===== src/verilog/dbtc_pkg.sv =====
// dual byte timer/counter package: register map, fields, reset values
// assumes: apb slave with 32-bit data, one word per register index
package dbtc_pkg;

    // ------------------------------------------------------------
    // bus widths
    // ------------------------------------------------------------
    localparam int unsigned ADDR_W = 20;
    localparam int unsigned DATA_W = 32;
    localparam int unsigned BYTE_W = 8;

    // ------------------------------------------------------------
    // register indices; byte address is four times the index
    // ------------------------------------------------------------
    localparam logic [15:0] IDX_CONTROL       = 16'hFE10;
    localparam logic [15:0] IDX_PRESCALE      = 16'hFE11;
    localparam logic [15:0] IDX_COUNT_LOW     = 16'hFE12;
    localparam logic [15:0] IDX_COUNT_HIGH    = 16'hFE13;
    localparam logic [15:0] IDX_MATCH_LOW     = 16'hFE14;
    localparam logic [15:0] IDX_MATCH_HIGH    = 16'hFE15;
    localparam logic [15:0] IDX_CAPTURE_LOW   = 16'hFE16;
    localparam logic [15:0] IDX_CAPTURE_HIGH  = 16'hFE17;
    localparam int unsigned IDX_SHIFT         = 2;

    // ------------------------------------------------------------
    // control register fields
    // ------------------------------------------------------------
    localparam int unsigned BIT_HIGH_RUN   = 7;
    localparam int unsigned BIT_LOW_RUN    = 6;
    localparam int unsigned BIT_LEN16      = 5;
    localparam int unsigned BIT_LOW_EXT    = 4;
    localparam int unsigned BIT_HIGH_FLAG  = 3;
    localparam int unsigned BIT_HIGH_IE    = 2;
    localparam int unsigned BIT_LOW_FLAG   = 1;
    localparam int unsigned BIT_LOW_IE     = 0;

    // ------------------------------------------------------------
    // reset values and constants
    // ------------------------------------------------------------
    localparam logic [7:0] RST_BYTE   = 8'h00;
    localparam logic [7:0] BYTE_ONE   = 8'h01;
    localparam logic [7:0] BYTE_FULL  = 8'hFF;
    localparam logic [15:0] WORD_ONE  = 16'h0001;

    // byte-wide register value
    typedef logic [7:0] dbtc_byte_t;

endpackage


===== src/verilog/dbtc_top.sv =====
// dual byte timer/counter with prescaler, match buffers and capture
// assumes: apb master on sys_clk, trigger inputs synchronous to sys_clk
// assumes: hold_mode is high only while the surrounding device halts
//
// Implementation choice: register access over APB.
`timescale 1ns/100ps
`default_nettype none

module dbtc_top (
    input  wire logic                     sys_clk,
    input  wire logic                     rst,
    input  wire logic                     psel,
    input  wire logic                     penable,
    input  wire logic                     pwrite,
    input  wire logic [dbtc_pkg::ADDR_W-1:0] paddr,
    input  wire logic [dbtc_pkg::DATA_W-1:0] pwdata,
    output logic      [dbtc_pkg::DATA_W-1:0] prdata,
    output logic                          pready,
    output logic                          pslverr,
    input  wire logic                     hold_mode,
    input  wire logic                     ext_count_in,
    input  wire logic                     capture_low_in,
    input  wire logic                     capture_high_in,
    output logic                          irq_low,
    output logic                          irq_high
);
    import dbtc_pkg::*;

    // ------------------------------------------------------------
    // state
    // ------------------------------------------------------------
    typedef struct packed {
        logic [DATA_W-1:0] rdata;
        logic              ready;
        logic              slverr;
        dbtc_byte_t        ctrl;
        dbtc_byte_t        prr;
        dbtc_byte_t        pre_cnt;
        dbtc_byte_t        cnt_l;
        dbtc_byte_t        cnt_h;
        dbtc_byte_t        mreg_l;
        dbtc_byte_t        mreg_h;
        dbtc_byte_t        mbuf_l;
        dbtc_byte_t        mbuf_h;
        dbtc_byte_t        cap_l;
        dbtc_byte_t        cap_h;
        logic [2:0]        sync_a;
        logic [2:0]        sync_b;
        logic [2:0]        sync_d;
        logic              irq_l;
        logic              irq_h;
    } dbtc_state_s;

    dbtc_state_s st_ff;
    dbtc_state_s nxt_st;

    // ------------------------------------------------------------
    // decode and combinational helpers
    // ------------------------------------------------------------
    logic [15:0] idx;
    logic        addr_ok;
    logic        acc_new;
    logic        wr_take;
    logic [7:0]  wbyte;
    logic        run_h;
    logic        run_l;
    logic        len16;
    logic        pre_tick;
    logic [2:0]  pulse;
    logic        tick_l;
    logic        tick_h;
    logic        match_l;
    logic        match_h;
    logic        match16;
    logic [15:0] cnt16;
    logic [15:0] cnt16_inc;
    logic [7:0]  rd_byte;
    logic        cap_trig_l;
    logic        set_l;
    logic        set_h;

    // a byte address is four times the word index, so the low two
    // address bits must be zero; other values are refused with an
    // error instead of aliasing onto a register
    // ready in the state keeps a held access from being answered twice
    // word index from byte address, lower two bits ignored
    assign idx     = 16'(paddr >> IDX_SHIFT);
    assign acc_new = psel & penable & ~st_ff.ready;
    assign wr_take = psel & penable & st_ff.ready & pwrite & addr_ok;
    assign wbyte   = pwdata[7:0];

    // control fields
    assign run_h = st_ff.ctrl[BIT_HIGH_RUN];
    assign run_l = st_ff.ctrl[BIT_LOW_RUN];
    assign len16 = st_ff.ctrl[BIT_LEN16];

    // the prescaler counts 0 up to the setting and pulses on the last
    // value, so one pulse every setting plus one cycles; a setting of
    // zero gives a pulse on every cycle
    // prescaler pulse, frozen in hold mode
    assign pre_tick = ~hold_mode & (st_ff.pre_cnt == st_ff.prr);

    // bit 0 external count, bit 1 low capture, bit 2 high capture;
    // the first stage is read by nothing but the second, and every
    // stage resets low like the idle pins, so no false edge is seen
    // when reset ends
    // edge pulses from the second and third synchroniser stages
    assign pulse = st_ff.sync_b & ~st_ff.sync_d;

    // an external count needs no prescaler at all
    // low byte clock source
    assign tick_l = st_ff.ctrl[BIT_LOW_EXT] ? pulse[0] : pre_tick;

    // in 16-bit use the high byte takes the low byte's carry instead
    // high byte clock: prescaler in 8-bit mode only
    assign tick_h = ~len16 & pre_tick;

    // a match is only looked at on a count tick, so a counter sitting
    // on its buffer value between ticks does not keep matching; when
    // chained, both bytes share the one 16-bit compare and the low
    // byte's tick drives both
    // match compare against buffers
    assign cnt16     = {st_ff.cnt_h, st_ff.cnt_l};
    assign cnt16_inc = cnt16 + WORD_ONE;
    assign match16 = (cnt16 == {st_ff.mbuf_h, st_ff.mbuf_l});
    assign match_l = len16 ? (tick_l & match16)
                           : (tick_l & st_ff.cnt_l == st_ff.mbuf_l);
    assign match_h = len16 ? (tick_l & match16)
                           : (tick_h & st_ff.cnt_h == st_ff.mbuf_h);

    // a match on a stopped byte cannot set its flag; the counter is
    // held at zero then anyway
    // flag set conditions; both in the same cycle when chained and both bytes run
    assign set_l = match_l & run_l;
    assign set_h = match_h & run_h;

    // in 16-bit use both captures follow the high trigger, so the two
    // bytes always hold one consistent 16-bit sample
    // capture trigger for the low byte follows the length bit
    assign cap_trig_l = len16 ? pulse[2] : pulse[1];

    // ------------------------------------------------------------
    // read mux and address check
    // ------------------------------------------------------------
    // read data is chosen from the word index; unmapped indices and
    // misaligned addresses read as zero and flag an error; count and
    // capture registers simply ignore writes
    always_comb begin
        addr_ok = 1'b1;
        rd_byte = RST_BYTE;
        unique case (idx)
            IDX_CONTROL:      rd_byte = st_ff.ctrl;
            IDX_PRESCALE:     rd_byte = st_ff.prr;
            IDX_COUNT_LOW:    rd_byte = st_ff.cnt_l;
            IDX_COUNT_HIGH:   rd_byte = st_ff.cnt_h;
            IDX_MATCH_LOW:    rd_byte = st_ff.mreg_l;
            IDX_MATCH_HIGH:   rd_byte = st_ff.mreg_h;
            IDX_CAPTURE_LOW:  rd_byte = st_ff.cap_l;
            IDX_CAPTURE_HIGH: rd_byte = st_ff.cap_h;
            default:          addr_ok = 1'b0;
        endcase
        if (paddr[IDX_SHIFT-1:0] != 2'b00) begin
            addr_ok = 1'b0;
        end
    end

    // ------------------------------------------------------------
    // next state
    // ------------------------------------------------------------
    always_comb begin
        nxt_st = st_ff;

        // the access is answered one cycle after it is first seen, so
        // read data always comes from a register and never straight
        // from the address decode
        // apb: one wait state, answer registered
        nxt_st.ready  = acc_new;
        nxt_st.slverr = acc_new & ~addr_ok;
        if (acc_new) begin
            nxt_st.rdata = addr_ok ? {24'h000000, rd_byte} : 32'h00000000;
        end

        // three stages per input: two to settle, one to find the
        // rising edge
        // synchroniser chain: ext count, low capture, high capture
        nxt_st.sync_a = {capture_high_in, capture_low_in, ext_count_in};
        nxt_st.sync_b = st_ff.sync_a;
        nxt_st.sync_d = st_ff.sync_b;

        // a write of the setting restarts the count and takes priority
        // over a pulse in the same cycle; hold mode freezes the count
        // where it stands
        // prescaler counter
        if (wr_take && idx == IDX_PRESCALE) begin
            nxt_st.prr     = wbyte;
            nxt_st.pre_cnt = RST_BYTE;
        end else if (hold_mode) begin
            nxt_st.pre_cnt = st_ff.pre_cnt;
        end else if (pre_tick) begin
            nxt_st.pre_cnt = RST_BYTE;
        end else begin
            nxt_st.pre_cnt = st_ff.pre_cnt + BYTE_ONE;
        end

        // match registers hold the next value until a buffer loads it
        // match registers, software writes
        if (wr_take && idx == IDX_MATCH_LOW) begin
            nxt_st.mreg_l = wbyte;
        end
        if (wr_take && idx == IDX_MATCH_HIGH) begin
            nxt_st.mreg_h = wbyte;
        end

        // the buffers let software load the next match value while a
        // byte runs without disturbing the period in progress; the new
        // value takes effect at the next match; the high buffer below
        // works the same way
        // low match buffer
        if (!run_l) begin
            nxt_st.mbuf_l = st_ff.mreg_l;
        end else if (match_l) begin
            nxt_st.mbuf_l = st_ff.mreg_l;
        end

        // high match buffer
        if (!run_h) begin
            nxt_st.mbuf_h = st_ff.mreg_h;
        end else if (match_h) begin
            nxt_st.mbuf_h = st_ff.mreg_h;
        end

        // stop wins over match, match over increment, so a stopped
        // byte always reads zero
        // low counter; counts are read-only to software
        if (!run_l) begin
            nxt_st.cnt_l = RST_BYTE;
        end else if (match_l) begin
            nxt_st.cnt_l = RST_BYTE;
        end else if (tick_l) begin
            nxt_st.cnt_l = st_ff.cnt_l + BYTE_ONE;
        end

        // when chained, the high byte moves only on the low byte's
        // wrap from all ones; a 16-bit match clears both bytes in the
        // same cycle through the shared compare
        // high counter: own tick, or carry of the low byte when chained
        if (!run_h) begin
            nxt_st.cnt_h = RST_BYTE;
        end else if (match_h) begin
            nxt_st.cnt_h = RST_BYTE;
        end else if (len16) begin
            // run bits may differ in 16-bit use, so carry only when low runs
            if (tick_l && run_l && st_ff.cnt_l == BYTE_FULL) begin
                nxt_st.cnt_h = cnt16_inc[15:8];
            end
        end else if (tick_h) begin
            nxt_st.cnt_h = st_ff.cnt_h + BYTE_ONE;
        end

        // the capture takes the count as it stands before this cycle's
        // increment; the stored value is zero after reset
        // capture registers take the current count
        if (cap_trig_l) begin
            nxt_st.cap_l = st_ff.cnt_l;
        end
        if (pulse[2]) begin
            nxt_st.cap_h = st_ff.cnt_h;
        end

        // all eight control bits are written as given, so writing zero
        // clears a flag; a hardware set in the same cycle wins, so a
        // match that lands on the clear is never lost and its request
        // stays raised
        // control: software write, flags set by hardware win the cycle
        if (wr_take && idx == IDX_CONTROL) begin
            nxt_st.ctrl = wbyte;
        end
        if (set_h) begin
            nxt_st.ctrl[BIT_HIGH_FLAG] = 1'b1;
        end
        if (set_l) begin
            nxt_st.ctrl[BIT_LOW_FLAG] = 1'b1;
        end

        // taken from the next control value so each request rises and
        // falls on the same edge as its flag or enable
        // interrupt requests from next control value
        nxt_st.irq_h = nxt_st.ctrl[BIT_HIGH_IE]
                     & nxt_st.ctrl[BIT_HIGH_FLAG];
        nxt_st.irq_l = nxt_st.ctrl[BIT_LOW_IE]
                     & nxt_st.ctrl[BIT_LOW_FLAG];
    end

    // ------------------------------------------------------------
    // state register
    // ------------------------------------------------------------
    // one synchronous reset clears every field, the captures too,
    // whose value after reset is otherwise not promised
    always_ff @(posedge sys_clk) begin
        if (rst) begin
            st_ff <= '0;
        end else begin
            st_ff <= nxt_st;
        end
    end

    // ------------------------------------------------------------
    // outputs straight from flip-flops
    // ------------------------------------------------------------
    // every output is a field of the state register, so no output
    // ever carries a combinational glitch
    assign prdata   = st_ff.rdata;
    assign pready   = st_ff.ready;
    assign pslverr  = st_ff.slverr;
    assign irq_low  = st_ff.irq_l;
    assign irq_high = st_ff.irq_h;

endmodule

`default_nettype wire


===== config.mk =====
export PLATFORM = sky130hd
export DESIGN_NAME = dbtc_top
export DESIGN_NICKNAME = d
export VERILOG_FILES = /design/src/verilog/dbtc_pkg.sv /design/src/verilog/dbtc_top.sv
export SDC_FILE = /design/constraint.sdc
export NUM_CORES = 1
export LEC_CHECK = 0
export BUFFER_PORTS_ARGS = -buffer_cell sky130_fd_sc_hd__buf_2
export CAP_MARGIN = 20
export CORE_ASPECT_RATIO = 1.75
export CORE_UTILIZATION = 50
export DETAILED_ROUTE_END_ITERATION = 7
export PLACE_DENSITY_LB_ADDON = 0.25
export SYNTH_ARGS = -nofsm -noshare
export SYNTH_HDL_FRONTEND = slang
export SYNTH_SLANG_ARGS = --single-unit

===== constraint.sdc =====
create_clock -name sys_clk -period 6.3 [get_ports sys_clk]
set_input_delay 0.63 -clock sys_clk [delete_from_list [all_inputs] [get_ports sys_clk]]
set_output_delay 0.63 -clock sys_clk [all_outputs]
set_load 0.02 [all_outputs]

==> qor.csv, run 1 <==
metric;value;unit
status;complete, but fails checks;
failing checks;design-rule violations;
vias in the first global route;4141;
Seq/Total Area, Yosys;40.06;%
Hold Path Class;register to register;
reg-to-reg slack, setup;3.78;ns
clk buf depth;2;
ant diodes;0;
initial antenna violation count;0;
Fin Clk Skew;0.006890;ns
met1 wire length;5355;um
Final setup viols;0;
GPL Wtd Cong;0.9282;
via count;4381;
Worst-path clk slew;0.07;ns
Post-Route WL;13910;um
hold_buf cts;0;
Initial Util;51.21;%
Most used DFF post-synth;dfxtp_1;
CP Capture Type;register;
utilization after layout;54.42;%
P_leak;0.002199;uW
first-pass GRT wire length;21870;um
metal3 WL;641;um
post-synthesis cell area;5446;sq um
Data required, critical path;6.51;ns
clk root buf;clkbuf_16;
Crit Path Max Fanout;11;
Critical Path Source Type;input pin;
Top Layer Used;met4;
synthesized instance count;603;
input/output buffers;46;
DR pass1 iterations;8;
worst hold path depth;1;
Total GRT Usage;26.24;%
area growth from synthesis to layout;6.272;%
met2 wire len;7069;um
unrepaired setup endpoints after global routing;false;
Slowest cell on crit path;nor4_1;
Post-DP HPWL;10200;um
Die Ht;140.1;um
Reg2Reg Depth;5;
GR Overflow Total;0;
share of cells above drive strength 1;11.99;%
Power Density;226.4;nW/um^2
Max Slew Vio Count;0;
Yosys reg bits;109;
top area cells in the synthesized netlist;dfxtp_1, mux2i_1, buf_4;
row cnt;50;
asr flop ratio synth;0;%
CP Cell Sequence;buf_2 -> nand3b_4 -> nor4_1 -> and3_1 -> nand2_1 -> mux2i_1 -> nor2_1;
CP max stage delay;0.67;ns
Setup CP Type;input pin to register;
post-route ant nets;0;
warnings from Yosys;0;
DRC Markers;2;
post-CTS sizing;0;
wire per inst;18.62;um
Synth cell types;58;
post-CTS setup repair buffer count;0;
TritonCTS clock tree;done;
core area;10640;sq um
HP Start;nxt_st[5];
Worst VDD drop;199.4;uV
H-tree levels;3;
num ports;97;
f_max;382.9;MHz
Max-Cap Viols;0;
area share of the largest cell type after synthesis;40.06;%
DIE WIDTH;80.90;um
largest area contributor in the netlist;dfxtp_1;
Clk Latency, worst-skew pair;0.35;ns
Via density;5.865;
hold path endpoint;nxt_st[2];
Final period util;41.45;%
filler instances;986;
number of CTS-inserted buffers;9;
Slew headroom;32.97;%
min Tclk post-route;2.611;ns
RR Startpoint;cnt16[2];
Post-synth EDFFs;0;
NumNets Final;677;
TNS Setup;0;ns
syn_area_per_cell;9.032;sq um
RR Endpoint;irq_low;
Critical Path AT;2.82;ns
final hold viol count;0;
Least-Margin Pin Slew;1.005;ns
largest net degree at the start of global routing;103;
DIE AREA;11330;sq um
DRT iter0 DRCs;334;
CTS sink cnt;109;
overall power;1310;uW
## layer usage
layer  track usage (%)  up-vias
met2             43.52      183
met5                 0        -
li1                  -     2086
met3             4.560       47
met4             17.11        0
met1             30.11     2065
## power breakdown
group | internal (uW) | switching [uW]
sequential | 692 | 2.86
clock | 282 | 262
combinational | 21.1 | 50.6
## cells in the final DEF, fill, tap and decap left out, drive strengths merged, types with 6 or more instances in the layout
master  instances
xnor2          23
mux2i          61
dfxtp         109
conb           24
nor2b          15
nand4          11
nand3          12
buf            50
a31oi           6
o21ai           6
nand2b         18
inv            11
nand2          36
a22oi           7
and3           13
nor2           66
a222oi          9
a21oi          14
xor2           22
a221oi          6
nor3           36
a221o           6
clkbuf         10
## synthesized netlist by cell type (12+ instances only)
library cell and number:
mux2i_1 61, nand2b_1 18, nor2_1 66, a21oi_1 14
nand3_1 12, nor3_1 35, buf_4 34, dfxtp_1 109
nor2b_1 15, clkbuf_1 22, and3_1 13, xnor2_1 23
nand2_1 36, xor2_1 22
## registers in the layout, indices dropped and copies added (netlist names), 6 cells and up
register	cells
cnt16	16
prdata	8
nxt_st	6
st_ff	72
## critical path, delay by kind of cell
family / cells / cell delay, ns
simple gates: 5 / 1.84
mux: 1 / 0.25
buf+inv: 1 / 0.10
## logic make-up (layout without fill, tap and decap cells)
group | Yosys count | in the layout | share of synthesized area [%]
xor+xnor | 45 | 45 | 7.236
compound gates | 73 | 73 | 10.25
other cells | 1 | 24 | 0.06885
buf+inv | 82 | 73 | 8.798
mux | 62 | 62 | 11.42
flops | 109 | 109 | 40.06
fa+ha+maj | 3 | 3 | 0.6893
simple gates | 228 | 228 | 21.48
## metrics by stage
step / area, sq um / worst slack, ns / cells / hold slack, ns
final: 5788 / 3.689 / 747 / 0.4362
after global routing: 5788 / 3.432 / 747 / 0.4597
after CTS: 5781 / 3.717 / 746 / 0.4396
after detailed placement: 5499 / 3.358 / 731 / 0.4220
after global placement: 5499 / 3.465 / 731 / 0.4196
after floorplan: 5533 / 3.934 / 626 / 0.4138
## how the worst max path moves through the flow
stage | startpoint | to | cells after the start
after floorplan | paddr[10] | irq_low | 8
after global placement | paddr[10] | st_ff[57] | 7
after detailed placement | paddr[10] | st_ff[57] | 7
after CTS | paddr[10] | st_ff[55] | 7
after global routing | paddr[10] | st_ff[57] | 7
final | paddr[10] | st_ff[55] | 7
## cell type report
cell class	count	area [sq um]	area share, %
multi-input cells	435	2872	49.61
clock inverters	5	42.54	0.7350
well taps	130	162.7	2.810
flip-flops and latches	109	2182	37.70
clock buffers	10	239.0	4.129
inverters	8	30.03	0.5188
repair buffers	50	260.3	4.496
Note: power is estimated with default switching activity, not from simulation.
==> run 2: changes to the inputs <==
--- a/config.mk
+++ b/config.mk
@@ -5,6 +5,7 @@
 export SDC_FILE = /design/constraint.sdc
 export NUM_CORES = 1
 export LEC_CHECK = 0
+export ABC_AREA = 1
 export BUFFER_PORTS_ARGS = -buffer_cell sky130_fd_sc_hd__buf_2
 export CAP_MARGIN = 20
 export CORE_ASPECT_RATIO = 1.75
==> constraint.sdc (replaced) <==
create_clock -name sys_clk -period 2.6 [get_ports sys_clk]
set_input_delay 0.26 -clock sys_clk [delete_from_list [all_inputs] [get_ports sys_clk]]
set_output_delay 0.26 -clock sys_clk [all_outputs]
set_load 0.02 [all_outputs]
==> run 2 against run 1 <==
  * The flow still finishes with violations (design-rule violations)
  * Synthesized cell count rose by 48%
  * Core utilization rose by 1.4 points
  * Register-to-register slack got worse by 3.4 ns
  * Die area rose by 8.2%
  * Worst hold slack got worse by 0.33 ns
  * Wire length rose by 15%
  * Worst setup slack got worse by 3.3 ns
  * Critical path depth rose by 2
  * Final cell count rose by 44%
  * Area after synthesis rose by 8.4%
  * Sequential share of layout area fell by 3.7 points
  * Critical endpoint is now cnt16[14]
  * Highest routed layer unchanged
==> qor.csv, run 2 <==
metric;value;unit;change
ant diodes;0;;unchanged
num ports;97;;unchanged
input/output buffers;46;;unchanged
Max-Cap Viols;0;;unchanged
DIE AREA;12260;sq um;+8.2%
hold path endpoint;nxt_st[6];;
vias in the first global route;5110;;+23%
Top reg by flops;st_ff;;
GPL Wtd Cong;0.9513;;+2.5%
H-tree levels;3;;unchanged
RR Endpoint;cnt16[14];;
Least-Margin Pin Slew;0.6127;ns;-0.3927 ns
switching part of the total;24.52;%;+0.46 points
Synth cell types;39;;-33%
xor/xnor share of the synthesized area;3.263;%;-4.0 points
worst hold path depth;3;;+2
Post-DP HPWL;12250;um;+20%
Clk Latency, worst-skew pair;0.35;ns;about the same
most frequent cells after synthesis;nand2_1, nor2_1, dfxtp_1;;
clock share of power;42.6;%;+1.1 points
TNS Setup;0;ns;unchanged
area share of the largest cell type after synthesis;36.96;%;-3.1 points
Die Ht;145.8;um;+4.1%
f_max;444.3;MHz;
Post-synth EDFFs;0;;unchanged
most common cell after layout, fill and taps aside;nand2_1;;
status;complete, but fails checks;;
largest family of logic cells by synthesized area;simple AND/OR/NAND/NOR gates;;
post-synthesis cell area;5904;sq um;+8.4%
syn_area_per_cell;6.604;sq um;-27%
Initial Util;51.27;%;+0.059 points
Seq/Total Area, Yosys;36.96;%;-3.1 points
failing checks;design-rule violations;;
Yosys reg bits;109;;unchanged
asr flop ratio synth;0;%;unchanged
DRC Markers;6;;+4
post-CTS sizing;0;;unchanged
max reg flops;72;;unchanged
post-CTS setup repair buffer count;0;;unchanged
Slew headroom;59.16;%;+26 points
wire per inst;14.87;um;-20%
Critical Path Source Type;register;;
NumNets Final;996;;+47%
post-route ant nets;0;;unchanged
part of the power in combinational logic;6.2;%;+0.7 points
CTS sink cnt;109;;unchanged
clk root buf;clkbuf_16;;
largest net degree at the start of global routing;63;;-39%
Reg area;2182;sq um;unchanged
Synth Area in Adders;0.6357;%;-0.053 points
GR Overflow Total;0;;unchanged
DR pass1 iterations;7;;-1
DIE WIDTH;84.15;um;+4.0%
row cnt;52;;+4.0%
P_leak;0.002989;uW;+36%
reg-to-reg slack, setup;0.35;ns;-3.43 ns
most frequent cell after synthesis;nand2_1;;
number of CTS-inserted buffers;9;;unchanged
Setup CP Type;register to register;;
min Tclk post-route;2.251;ns;
Final period util;86.57;%;
Critical Path AT;2.52;ns;-0.30 ns
Int Pwr;2505;uW;+150%
top area cells in the synthesized netlist;dfxtp_1, nand2_1, nor2_1;;
warnings from Yosys;0;;unchanged
HP Start;capture_low_in;;
Synth Area in Compound Gates;10.72;%;+0.48 points
Worst-path clk slew;0.07;ns;about the same
clk buf depth;2;;unchanged
synthesized instance count;894;;+48%
Post-Route WL;15940;um;+15%
Most used DFF post-synth;dfxtp_1;;
RR Startpoint;cnt16[1];;
initial antenna violation count;0;;unchanged
Seq pwr share;51.2;%;-1.8 points
switching power;813.7;uW;+160%
hold_buf cts;0;;unchanged
Data required, critical path;2.87;ns;-3.64 ns
Max Slew Vio Count;0;;unchanged
core area;11520;sq um;+8.3%
Via density;5.198;;-11%
largest area contributor in the netlist;dfxtp_1;;
Final setup viols;0;;unchanged
mux contribution to synthesized area;0;%;-11 points
share of cells above drive strength 1;11.74;%;-0.25 points
Fin Clk Skew;0.005877;ns;-0.001013 ns
DRT iter0 DRCs;367;;+9.9%
commonest non-fill, non-tap cells in the layout;nand2_1, nor2_1, dfxtp_1;;
final hold viol count;0;;unchanged
via count;5572;;+27%
Reg2Reg Depth;9;;+4
Power Density;516.4;nW/um^2;+130%
utilization after layout;55.80;%;+1.4 points
Multi-input gate area;3038;sq um;+5.8%
Worst VDD drop;370.6;uV;+86%
Crit Path Max Fanout;9;;-2
unrepaired setup endpoints after global routing;false;;
filler instances;1191;;+21%
first-pass GRT wire length;25510;um;+17%
area growth from synthesis to layout;8.837;%;
Total GRT Usage;26.94;%;+0.70 points
Hold Path Class;input pin to register;;
CP Capture Type;register;;
TritonCTS clock tree;done;;
Synth Area in Simple Gates;35.30;%;+14 points
[run 2: cell types whose count changed after synthesis, moves of 19 or more]
cell / previous run / this run
a21oi_1: 14 / 54
nand2_1: 36 / 219
nand3_1: 12 / 47
inv_1: 8 / 96
nor2_1: 66 / 143
mux2i_1: 61 / 0
xnor2_1: 23 / 4
o21ai_0: 4 / 44
[run 2: area by class of cell]
class                   instances  share of cell area [%]
clock buffers                   9                   3.505
well taps                     135                   2.629
flip-flops and latches        109                   33.96
clock inverters                 7                   1.285
repair buffers                 59                   5.101
multi-input cells             646                   47.27
inverters                     107                   6.250
[run 2: worst max-delay path, stage by stage, from the launching register on]
cell,delay [ns]
dfxtp_1,0.56
ha_1,0.28
inv_1,0.09
nor4_2,0.37
inv_2,0.06
nor2_1,0.17
nand4_4,0.21
nand2_2,0.21
nand2_1,0.09
a21oi_1,0.11
[run 2: cell families (layout without fill, tap and decap cells)]
kind of cell,after synthesis,in the layout
flops,109,109
xor+xnor,22,22
compound gates,120,120
simple gates,477,477
buf+inv,162,182
fa+ha+maj,3,3
other cells,1,24
[run 2: metrics by stage]
| step | setup slack, ns | hold slack, ns | cells | instance area (sq um) | power, uW |
|---|---|---|---|---|---|
| CTS | 0.4370 | 0.1020 | 1072 | 6426 | 3340 |
| finish | 0.3492 | 0.1091 | 1072 | 6426 | 3318 |
| detailed placement | 0.4762 | 0.3969 | 1056 | 6118 | 1942 |
| global route | 0.1293 | 0.1086 | 1072 | 6426 | 3422 |
| global placement | 0.5033 | 0.3928 | 1056 | 6118 | 1940 |
| floorplan | 0.9024 | 0.3670 | 917 | 5991 | 1900 |
[run 2: how the worst max path moves through the flow]
stage / startpoint / end / slack [ns] / depth (start not counted)
3_5_place_dp: cnt16[1] / cnt16[14] / 0.48 / 9
5_1_grt: cnt16[1] / cnt16[15] / 0.13 / 9
2_1_floorplan: cnt16[0] / cnt16[10] / 0.90 / 9
3_3_place_gp: paddr[10] / prdata[1] / 0.50 / 10
4_1_cts: cnt16[1] / cnt16[14] / 0.44 / 9
6_report: cnt16[1] / cnt16[14] / 0.35 / 9
[run 2: power groups by stage]
stage	registers (uW)	logic [uW]	clock network, uW
final	1700	205	1410
after global routing	1700	228	1490
after CTS	1700	205	1440
after detailed placement	1740	204	0
after global placement	1740	202	0
after floorplan	1740	164	0
[run 2: metal layers]
| metal | vias up | wire [um] | global-route usage, % |
|---|---|---|---|
| met3 | 56 | 475 | 3.573 |
| met2 | 158 | 8493 | 50.16 |
| met4 | 0 | 975 | 16.21 |
| li1 | 2844 | - | - |
| met5 | - | 0 | 0 |
| met1 | 2514 | 5999 | 28.20 |
